### src/hw/lsq_pkg.sv
// Package with constants and types for the loop sequencer.
// Functional notes
// Do-command dispatches its command every time.
// Repeat body for count or until exit.
// Count zero repeats until exit fires.
// Delay counts in whole execution intervals.
// Delay zero runs all passes immediately.
// Delay N: one pass every Nth tick.
// Delayed loop resumes at loop, skipping table.
// Counted delayed loop: delay after every pass.
// Delayed loop inhibits restart, hides overrun.
// Output flag not auto-cleared in delayed loop.
// Table two blocked during table one delay.
// Table one waits while table two outputs.
// Indexed location adds loop index counter.
// Averages share one count and total.
// Intermediate storage zeroed at each output.
// Index comes from innermost enclosing loop.
// Loops and if blocks nest nine deep.
// If block with else counts two levels.
// Loop takes delay then iteration count.
// End closes innermost block, loops back.
// Fresh loop entry zeroes its counters.
package lsq_pkg;

   // ----------------------------------------
   // Sizes and limits
   // ----------------------------------------
   localparam int LSQ_NEST_MAX = 9;
   localparam int LSQ_STK = 9;
   localparam int LSQ_SLOTS = 16;

   // ----------------------------------------
   // Command codes
   // ----------------------------------------
   localparam logic [7:0] LSQ_CMD_FLAG0_HI = 8'h0A;
   localparam logic [7:0] LSQ_CMD_FLAG0_LO = 8'h14;
   localparam logic [7:0] LSQ_CMD_THEN = 8'h1E;
   localparam logic [7:0] LSQ_CMD_EXIT_T = 8'h1F;
   localparam logic [7:0] LSQ_CMD_EXIT_F = 8'h20;

   // ----------------------------------------
   // Register port
   // ----------------------------------------
   localparam logic [1:0] LSQ_REG_STATUS = 2'h0;
   localparam logic [1:0] LSQ_REG_INDEX = 2'h1;
   localparam logic [1:0] LSQ_REG_CTRL = 2'h2;
   localparam int LSQ_CTRL_T2EN_BIT = 0;
   localparam int LSQ_CTRL_CLRERR_BIT = 1;
   localparam logic LSQ_CTRL_T2EN_RST = 1'b1;

   // ----------------------------------------
   // Types
   // ----------------------------------------
   typedef enum logic [2:0] {
      K_OTHER = 3'b000, K_DO = 3'b001, K_LOOP = 3'b010, K_CMD = 3'b011,
      K_ELSE = 3'b100, K_END = 3'b101, K_AVG = 3'b110, K_OPEN = 3'b111
   } lsq_kind_t;

   typedef enum logic [1:0] {
      A_NEXT = 2'b00, A_JUMP = 2'b01, A_WAIT = 2'b10, A_SKIP = 2'b11
   } lsq_act_kind_t;

   typedef enum logic [1:0] {
      E_LOOP = 2'b00, E_IF = 2'b01, E_IFELSE = 2'b10, E_OTHER = 2'b11
   } lsq_ent_t;

   typedef struct packed {
      logic valid;
      lsq_kind_t kind;
      logic [11:0] pc;
      logic [15:0] p1;
      logic [15:0] p2;
      logic [11:0] loc;
      logic indexed;
      logic [3:0] slot;
      logic [31:0] sample;
      logic cond_true;
   } lsq_instr_t;

   typedef struct packed {
      logic valid;
      lsq_act_kind_t kind;
      logic [11:0] pc;
   } lsq_act_t;

   typedef struct packed {
      logic valid;
      logic [7:0] code;
   } lsq_cmd_t;

   typedef struct packed {
      logic valid;
      logic [15:0] count;
      logic [31:0] total;
   } lsq_avg_t;

endpackage

### src/hw/lsq_top.sv
// Loop sequencer of the program interpreter: loops, nesting, delays, indexing.
//
// Design decisions made here: the plain strobed port and the address map.
module lsq_top (
   // Clock and reset
   input wire logic clk,
   input wire logic rst_n,
   // Instruction stream
   input wire lsq_pkg::lsq_instr_t instr,
   // Scheduler
   input wire logic exec_tick,
   input wire logic table_start,
   input wire logic [1:0] cur_table,
   // Register port
   input wire logic [1:0] reg_addr,
   input wire logic [15:0] reg_wdata,
   input wire logic reg_wr,
   input wire logic reg_rd,
   output logic [15:0] reg_rdata,
   // Flow control and dispatch
   output lsq_pkg::lsq_act_t act,
   output lsq_pkg::lsq_cmd_t cmd,
   output logic [11:0] loc_eff,
   output lsq_pkg::lsq_avg_t avg_out,
   // Scheduling status
   output logic out_flag,
   output logic restart_inhibit,
   output logic overrun_hide,
   output logic table2_block,
   output logic table1_preempt_ok,
   output logic nest_err
);
   import lsq_pkg::*;

   // ----------------------------------------
   // State
   // ----------------------------------------
   lsq_ent_t kind_s [LSQ_STK];
   logic [11:0] head_s [LSQ_STK];
   logic [15:0] dly_s [LSQ_STK];
   logic [15:0] cnt_s [LSQ_STK];
   logic [15:0] iter_s [LSQ_STK];
   logic [15:0] idx_s [LSQ_STK];
   logic [15:0] acc_c [LSQ_SLOTS];
   logic [31:0] acc_t [LSQ_SLOTS];
   logic [3:0] sp_r;
   logic [3:0] level_r;
   logic wait_r;
   logic wait_more_r;
   logic [15:0] dly_cnt_r;
   logic [11:0] end_pc_r;
   logic skip_r;
   logic [3:0] skip_cnt_r;
   logic t2_en_r;
   logic [3:0] lp;
   logic has_lp;
   logic dly_any;

   // ----------------------------------------
   // Stack scan
   // ----------------------------------------
   // The innermost loop is the highest loop entry; if blocks above it
   // do not own an index counter.
   always_comb begin
      lp = 4'h0;
      has_lp = 1'b0;
      dly_any = 1'b0;
      for (int i = 0; i < LSQ_STK; i++) begin
         if (4'(i) < sp_r && kind_s[i] == E_LOOP) begin
            lp = 4'(i);
            has_lp = 1'b1;
            if (dly_s[i] != 16'h0000) begin
               dly_any = 1'b1;
            end
         end
      end
   end

   // ----------------------------------------
   // Decode
   // ----------------------------------------
   // An empty stack reads entry zero, so no out-of-range index turns the outputs unknown.
   wire not_empty = sp_r != 4'h0;
   wire [3:0] top = not_empty ? sp_r - 4'h1 : 4'h0;
   wire lsq_ent_t top_kind = kind_s[top];
   wire top_loop = not_empty && top_kind == E_LOOP;
   wire live = instr.valid && !wait_r;
   wire run = live && !skip_r;
   wire k_do = instr.kind == K_DO;
   wire k_cmd = instr.kind == K_CMD;
   wire k_loop = instr.kind == K_LOOP;
   wire k_open = instr.kind == K_OPEN;
   wire [7:0] code = instr.p1[7:0];
   wire truth = k_do || instr.cond_true;
   wire is_cmd = run && (k_do || k_cmd);
   wire exit_t = code == LSQ_CMD_EXIT_T && truth;
   wire exit_f = code == LSQ_CMD_EXIT_F && !truth;
   wire is_exit = is_cmd && has_lp && (exit_t || exit_f);
   wire exit_code = code == LSQ_CMD_EXIT_T || code == LSQ_CMD_EXIT_F;
   wire is_then = (k_do || k_cmd) && code == LSQ_CMD_THEN;
   wire disp = is_cmd && truth && !exit_code && code != LSQ_CMD_THEN;
   wire open_any = live && (k_loop || k_open || is_then);
   wire [1:0] new_w = k_open ? 2'h0 : 2'h1;
   wire [4:0] lvl_add = {1'b0, level_r} + {3'b000, new_w};
   wire push_ok = lvl_add <= 5'(LSQ_NEST_MAX) && sp_r < 4'(LSQ_STK);
   wire do_push = run && open_any && push_ok;
   wire push_err = run && open_any && !push_ok;
   wire [4:0] lvl_else = {1'b0, level_r} + 5'h01;
   wire else_top = run && instr.kind == K_ELSE && not_empty && top_kind == E_IF;
   wire else_ok = else_top && lvl_else <= 5'(LSQ_NEST_MAX);
   wire else_err = else_top && !else_ok;
   wire is_end = live && instr.kind == K_END;
   wire end_inner = is_end && skip_r && skip_cnt_r != 4'h0;
   wire end_pop = is_end && !end_inner && not_empty;
   wire loop_end = end_pop && top_loop && !skip_r;
   wire [15:0] iter_n = iter_s[top] + 16'h0001;
   wire more = cnt_s[top] == 16'h0000 || iter_n < cnt_s[top];
   wire loop_jump = loop_end && dly_s[top] == 16'h0000 && more;
   wire loop_wait = loop_end && dly_s[top] != 16'h0000;
   wire pop = end_pop && !loop_jump && !loop_wait;
   wire [15:0] dly_n = dly_cnt_r + 16'h0001;
   wire dly_done = wait_r && exec_tick && dly_n == dly_s[top];
   wire wait_pop = dly_done && !wait_more_r;
   wire pop_any = pop || wait_pop;
   wire skip_done = pop && skip_r && top_loop;
   wire [3:0] top_w = top_kind == E_IFELSE ? 4'h2 : (top_kind == E_OTHER ? 4'h0 : 4'h1);
   wire avg_hit = run && instr.kind == K_AVG;
   wire [15:0] avg_c = acc_c[instr.slot] + 16'h0001;
   wire [31:0] avg_t = acc_t[instr.slot] + instr.sample;
   wire [11:0] idx_add = (instr.indexed && has_lp) ? idx_s[lp][11:0] : 12'h000;
   wire lsq_ent_t push_kind = k_loop ? E_LOOP : (k_open ? E_OTHER : E_IF);
   wire flag_set = disp && code == LSQ_CMD_FLAG0_HI;
   wire flag_clr = disp && code == LSQ_CMD_FLAG0_LO;
   wire auto_clr = table_start && !dly_any;
   wire wr_ctrl = reg_wr && reg_addr == LSQ_REG_CTRL;
   wire clr_err = wr_ctrl && reg_wdata[LSQ_CTRL_CLRERR_BIT];
   wire [15:0] status_w = {8'h00, nest_err, dly_any, out_flag, wait_r, level_r};
   wire [15:0] ctrl_w = {15'h0000, t2_en_r};
   wire [15:0] rd_mux = reg_addr == LSQ_REG_STATUS ? status_w :
                        reg_addr == LSQ_REG_INDEX ? idx_s[lp] & {16{has_lp}} :
                        reg_addr == LSQ_REG_CTRL ? ctrl_w : 16'h0000;
   wire [11:0] resume_pc = wait_more_r ? head_s[top] : end_pc_r + 12'h001;
   wire lsq_act_kind_t act_kind = dly_done ? A_JUMP : loop_jump ? A_JUMP :
                                  loop_wait ? A_WAIT :
                                  (skip_r && !skip_done) ? A_SKIP : A_NEXT;
   wire [11:0] act_pc = dly_done ? resume_pc : head_s[top];

   // ----------------------------------------
   // Loop stack
   // ----------------------------------------
   always_ff @(posedge clk or negedge rst_n) begin
      if (!rst_n) begin
         for (int i = 0; i < LSQ_STK; i++) begin
            kind_s[i] <= E_OTHER;
            head_s[i] <= 12'h000;
            dly_s[i] <= 16'h0000;
            cnt_s[i] <= 16'h0000;
            iter_s[i] <= 16'h0000;
            idx_s[i] <= 16'h0000;
         end
      end else begin
         if (do_push) begin
            kind_s[sp_r] <= push_kind;
            head_s[sp_r] <= instr.pc + 12'h001;
            dly_s[sp_r] <= instr.p1;
            cnt_s[sp_r] <= instr.p2;
            iter_s[sp_r] <= 16'h0000;
            idx_s[sp_r] <= 16'h0000;
         end
         if (else_ok) begin
            kind_s[top] <= E_IFELSE;
         end
         if (loop_jump || loop_wait) begin
            iter_s[top] <= iter_n;
            idx_s[top] <= idx_s[top] + 16'h0001;
         end
      end
   end

   always_ff @(posedge clk or negedge rst_n) begin
      if (!rst_n) begin
         sp_r <= 4'h0;
         level_r <= 4'h0;
      end else if (do_push) begin
         sp_r <= sp_r + 4'h1;
         level_r <= lvl_add[3:0];
      end else if (else_ok) begin
         level_r <= lvl_else[3:0];
      end else if (pop_any) begin
         sp_r <= top;
         level_r <= level_r - top_w;
      end
   end

   // ----------------------------------------
   // Delay wait and exit skip
   // ----------------------------------------
   // While waiting the table is parked on the loop; the next pass starts
   // at the loop head, never at the table's first instruction.
   always_ff @(posedge clk or negedge rst_n) begin
      if (!rst_n) begin
         wait_r <= 1'b0;
         wait_more_r <= 1'b0;
         dly_cnt_r <= 16'h0000;
         end_pc_r <= 12'h000;
      end else if (loop_wait) begin
         wait_r <= 1'b1;
         wait_more_r <= more;
         dly_cnt_r <= 16'h0000;
         end_pc_r <= instr.pc;
      end else if (wait_r && exec_tick) begin
         dly_cnt_r <= dly_n;
         wait_r <= !dly_done;
      end
   end

   // Skipped instructions still stream past so nested ends can be matched.
   always_ff @(posedge clk or negedge rst_n) begin
      if (!rst_n) begin
         skip_r <= 1'b0;
         skip_cnt_r <= 4'h0;
      end else if (is_exit) begin
         skip_r <= 1'b1;
         skip_cnt_r <= 4'h0;
      end else if (skip_r && open_any) begin
         skip_cnt_r <= skip_cnt_r + 4'h1;
      end else if (end_inner) begin
         skip_cnt_r <= skip_cnt_r - 4'h1;
      end else if (skip_done) begin
         skip_r <= 1'b0;
      end
   end

   // ----------------------------------------
   // Intermediate storage for averages
   // ----------------------------------------
   always_ff @(posedge clk or negedge rst_n) begin
      if (!rst_n) begin
         for (int i = 0; i < LSQ_SLOTS; i++) begin
            acc_c[i] <= 16'h0000;
            acc_t[i] <= 32'h0000_0000;
         end
      end else if (avg_hit) begin
         acc_c[instr.slot] <= out_flag ? 16'h0000 : avg_c;
         acc_t[instr.slot] <= out_flag ? 32'h0000_0000 : avg_t;
      end
   end

   always_ff @(posedge clk or negedge rst_n) begin
      if (!rst_n) begin
         avg_out <= '0;
      end else begin
         avg_out.valid <= avg_hit && out_flag;
         avg_out.count <= avg_c;
         avg_out.total <= avg_t;
      end
   end

   // ----------------------------------------
   // Dispatch, flow actions and flags
   // ----------------------------------------
   always_ff @(posedge clk or negedge rst_n) begin
      if (!rst_n) begin
         act <= '0;
         cmd <= '0;
         loc_eff <= 12'h000;
      end else begin
         act.valid <= live || dly_done;
         act.kind <= act_kind;
         act.pc <= act_pc;
         cmd.valid <= disp;
         cmd.code <= code;
         loc_eff <= instr.loc + idx_add;
      end
   end

   // A set in the same cycle as an automatic clear wins.
   always_ff @(posedge clk or negedge rst_n) begin
      if (!rst_n) begin
         out_flag <= 1'b0;
      end else if (flag_set) begin
         out_flag <= 1'b1;
      end else if (flag_clr || auto_clr) begin
         out_flag <= 1'b0;
      end
   end

   always_ff @(posedge clk or negedge rst_n) begin
      if (!rst_n) begin
         restart_inhibit <= 1'b0;
         overrun_hide <= 1'b0;
         table2_block <= 1'b0;
         table1_preempt_ok <= 1'b1;
      end else begin
         restart_inhibit <= dly_any;
         overrun_hide <= dly_any;
         table2_block <= (dly_any && cur_table == 2'h1) || !t2_en_r;
         table1_preempt_ok <= !(cur_table == 2'h2 && out_flag);
      end
   end

   // ----------------------------------------
   // Register port
   // ----------------------------------------
   always_ff @(posedge clk or negedge rst_n) begin
      if (!rst_n) begin
         t2_en_r <= LSQ_CTRL_T2EN_RST;
         nest_err <= 1'b0;
         reg_rdata <= 16'h0000;
      end else begin
         if (wr_ctrl) begin
            t2_en_r <= reg_wdata[LSQ_CTRL_T2EN_BIT];
         end
         nest_err <= push_err || else_err || (nest_err && !clr_err);
         reg_rdata <= reg_rd ? rd_mux : 16'h0000;
      end
   end
endmodule

### config.mk
export PLATFORM = sky130hd
export DESIGN_NAME = lsq_top
export DESIGN_NICKNAME = d
export VERILOG_FILES = /design/src/hw/lsq_pkg.sv /design/src/hw/lsq_top.sv
export SDC_FILE = /design/constraint.sdc
export NUM_CORES = 2
export LEC_CHECK = 0
export ABC_AREA = 1
export CELL_PAD_IN_SITES_DETAIL_PLACEMENT = 1
export CELL_PAD_IN_SITES_GLOBAL_PLACEMENT = 1
export CORE_MARGIN = 1
export CORE_UTILIZATION = 34
export CTS_CLUSTER_SIZE = 25
export DETAILED_ROUTE_END_ITERATION = 8
export DONT_BUFFER_PORTS = 1
export PLACE_DENSITY = 0.62
export SETUP_SLACK_MARGIN = 0.3
export SLEW_MARGIN = 20
export SYNTH_ARGS = -nofsm -noshare
export SYNTH_HDL_FRONTEND = slang
export SYNTH_SLANG_ARGS = --single-unit
### constraint.sdc
create_clock -name clk -period 14.1 [get_ports clk]
set_clock_uncertainty 0.15 [all_clocks]
set_input_delay 2.115 -clock clk [delete_from_list [all_inputs] [get_ports clk]]
set_output_delay 2.115 -clock clk [all_outputs]
set_load 0.03 [all_outputs]
==> impl_metrics.ini <==
[critical_path]
worst_setup_path_start_kind = flip-flop
crit_type = reg2reg
worst_path_most_repeated_cell = nand2_1
cp_slowest_cell = buf_4
critPathCaptureType = flip-flop
critPathMaxStageDelay_ns = 0.80
crit_fanout = 101
cp.required_ns = 14.62
worst_ep_arrival_time_ns = 8.95

[synth]
synth_compound_area_frac = 0.199
synth_xor_area_frac = 0.0121
synth_flop_cell = dfrtp_1
async_reset_ff_frac = 1.00
muxShareOfSynthArea = 0.000442
synth-seq-cells = 1620
avgSynthCellArea_um2 = 8.50
synth_top_cell_by_area = dfrtp_1
yosysTopAreaCellShare = 0.524
synth-edff-count = 0
synthAdderAreaFrac = 0.0137
synthTopCellsByArea = dfrtp_1 (52%), o21ai_0 (11%), nand2_1 (11%)
syn_inst = 8980
syn_nets = 9185
yosys.area_share.simple = 0.185
yosysWarningCount = 0
syn-cell-area_mm2 = 0.0763
synth_cell_types = 68
ys_seq_area_frac = 0.531
synth_top_family_by_area = compound AO/OA/AOI/OAI gates

[power]
switching_power_mw = 8.17
seqPwrFrac = 0.312
power_switching_share = 0.448
ir_drop_uv = 224
intPower_mw = 10.1
pwr-share-clk = 0.273
power.density_mw_per_mm2 = 214
combPwrFrac = 0.415
leakage_nw = 37.9

[sta]
rsz0062_at_grt = false
worstMarginPinSlew_ns = 1.15
max_slew_margin = 0.234
drv_slew = 0
whs_ns = 0.308
setup_viol = 0
fin_crit_ns = 8.42
max_freq_mhz = 119
fin_tns_setup_ns = 0
timing.final.crit_share = 0.597
hold_viol_final = 0

[route]
viasPerCell = 5.55
num_vias = 65395
drtIter0Drc = 4891
drtAntennaViolNets = 0
drc = 0
first_pass_iters = 5
wire_per_inst_um = 23.6
routed_wl_um = 279000

[floorplan]
io_pins = 231
core_mm2 = 0.223
dieWidth_um = 476
die_height_um = 476
initial_core_util = 0.343
row_count = 173
dieArea_mm2 = 0.226

[clock_network]
htree_levels = 4
cts_buffer_depth = 3
cts.sinks = 1620
clockRootBuffer = clkbuf_16
post_cts_buffers = 0
clk_pin_slew_ns = 0.06
holdBufCountCts = 0
clk_latency_ns = 0.85
cts_buffers = 187
cts_tree = yes
cts_resized = 0

[run_status]
status = finished, final reports clean

[grt]
overflow = 0
antenna_found_initial = 12
grt_pass1_wl_um = 430000
grt_pass1_vias = 68276
grt_max_degree = 210
track_usage = 0.246

[layout]
nets = 8859
final_cell_mix = nand2_1 (2,127), o21ai_0 (1,641), dfrtp_1 (1,599), nand3_1 (564), inv_1 (431)
fillers = 25929
syn2layout_area_growth_pct = 11.6
drive_gt1_frac = 0.0645
final_common_cell = nand2_1

[place]
gp_congestion = 0.818
place_hpwl_um = 164000
port_buffers = 0

[job]
maxCapViolCount = 0

[min_path]
hp-class = reg2reg
cells in the mapped netlist, drive strengths merged (7+ instances only):
cell type and number:
a211oi 12, a21oi 294, a221oi 7, a22o 13, a22oi 377, a31oi 19, a32o 9, buf 183
clkbuf 451, clkinv 18, dfrtp 1600, dfstp 20, ha 77, inv 449, nand2 2153, nand3 569
nand4 64, nor2 422, nor3 40, nor4 45, o211ai 106, o21ai 1713, o221ai 13, o22ai 73
o31ai 17, o32ai 8, or2 42, or4 34, xnor2 22, xor2 79
final timing paths:
path                                     start                endpoint  slack, ns  depth (start not counted)
setup / recovery           sp_r[0]$_DFFE_PN0P_   iter_s[106]$_DFF_PN0_       5.68                         31
hold / removal             t2_en_r$_DFFE_PN1P_  table2_block$_DFF_PN0_       0.31                          1
setup reg to reg           sp_r[0]$_DFFE_PN0P_   iter_s[106]$_DFF_PN0_       5.68                         31
hold reg to reg            t2_en_r$_DFFE_PN1P_  table2_block$_DFF_PN0_       0.31                          1
max in group asynchronous                rst_n  acc_t[211]$_DFFE_PN0P_       9.22                          6
min in group asynchronous                rst_n    avg_out[1]$_DFF_PN0_       0.83                          0
stage by stage:
stage	utilization	power (mW)	instances	setup slack [ns]	cell area (um2)
floorplan	-	10.5	8980	7.39	76300
global placement	0.353	13.2	11433	5.79	78600
detailed placement	0.354	13.3	11438	5.80	78800
CTS	0.382	18.4	11778	5.74	85100
global route	0.382	19.4	11784	5.04	85200
finish	0.382	18.3	11787	5.68	85200
power groups by stage:
stage               Clock (mW)  Sequential [mW]  Combinational (mW)
floorplan                    0             5.65                4.80
global placement             0             5.76                7.41
detailed placement           0             5.78                7.53
CTS                       5.10             5.70                7.57
global route              5.28             5.77                8.32
finish                    4.98             5.70                7.57
final cells by class:
type | count | area, um2 | area share
diodes | 7 | 17.5 | 0.000206
clock buffers | 291 | 5520 | 0.0648
clock inverters | 49 | 779 | 0.00915
inverters | 467 | 1780 | 0.0209
multi-input cells | 6259 | 31600 | 0.371
flip-flops and latches | 1620 | 40600 | 0.476
well taps | 2975 | 3720 | 0.0437
repair buffers | 119 | 1240 | 0.0145
routing by layer:
layer,GRT usage,part of all wire
met5,0,0.000032
met4,0.0688,0.026
met3,0.0328,0.045
met2,0.414,0.48
met1,0.330,0.45
flip-flops by register name (all words and copies together) (netlist names), 4 cells and up:
register and flops:
iter_s 144, acc_c 256, level_r 4, end_pc_r 12, sp_r 4, loc_eff 12, kind_s 18, act 15
cnt_s 144, dly_cnt_r 16, avg_out 49, cmd 9, dly_s 144, acc_t 512, idx_s 144, skip_cnt_r 4
head_s 108, reg_rdata 16
critical path: cells and delay by family (launching register included):
| family | cells | cell delay [ns] |
|---|---|---|
| flops | 1 | 0.50 |
| simple gates | 21 | 4.30 |
| fa+ha+maj | 3 | 1.08 |
| compound gates | 3 | 0.50 |
| buf+inv | 4 | 1.62 |
cells by family after synthesis:
family | count (synthesis)
simple gates | 3384
compound gates | 2690
flops | 1620
buf+inv | 1101
xor+xnor | 101
fa+ha+maj | 81
mux | 3
(Power assumes the default switching activity.)
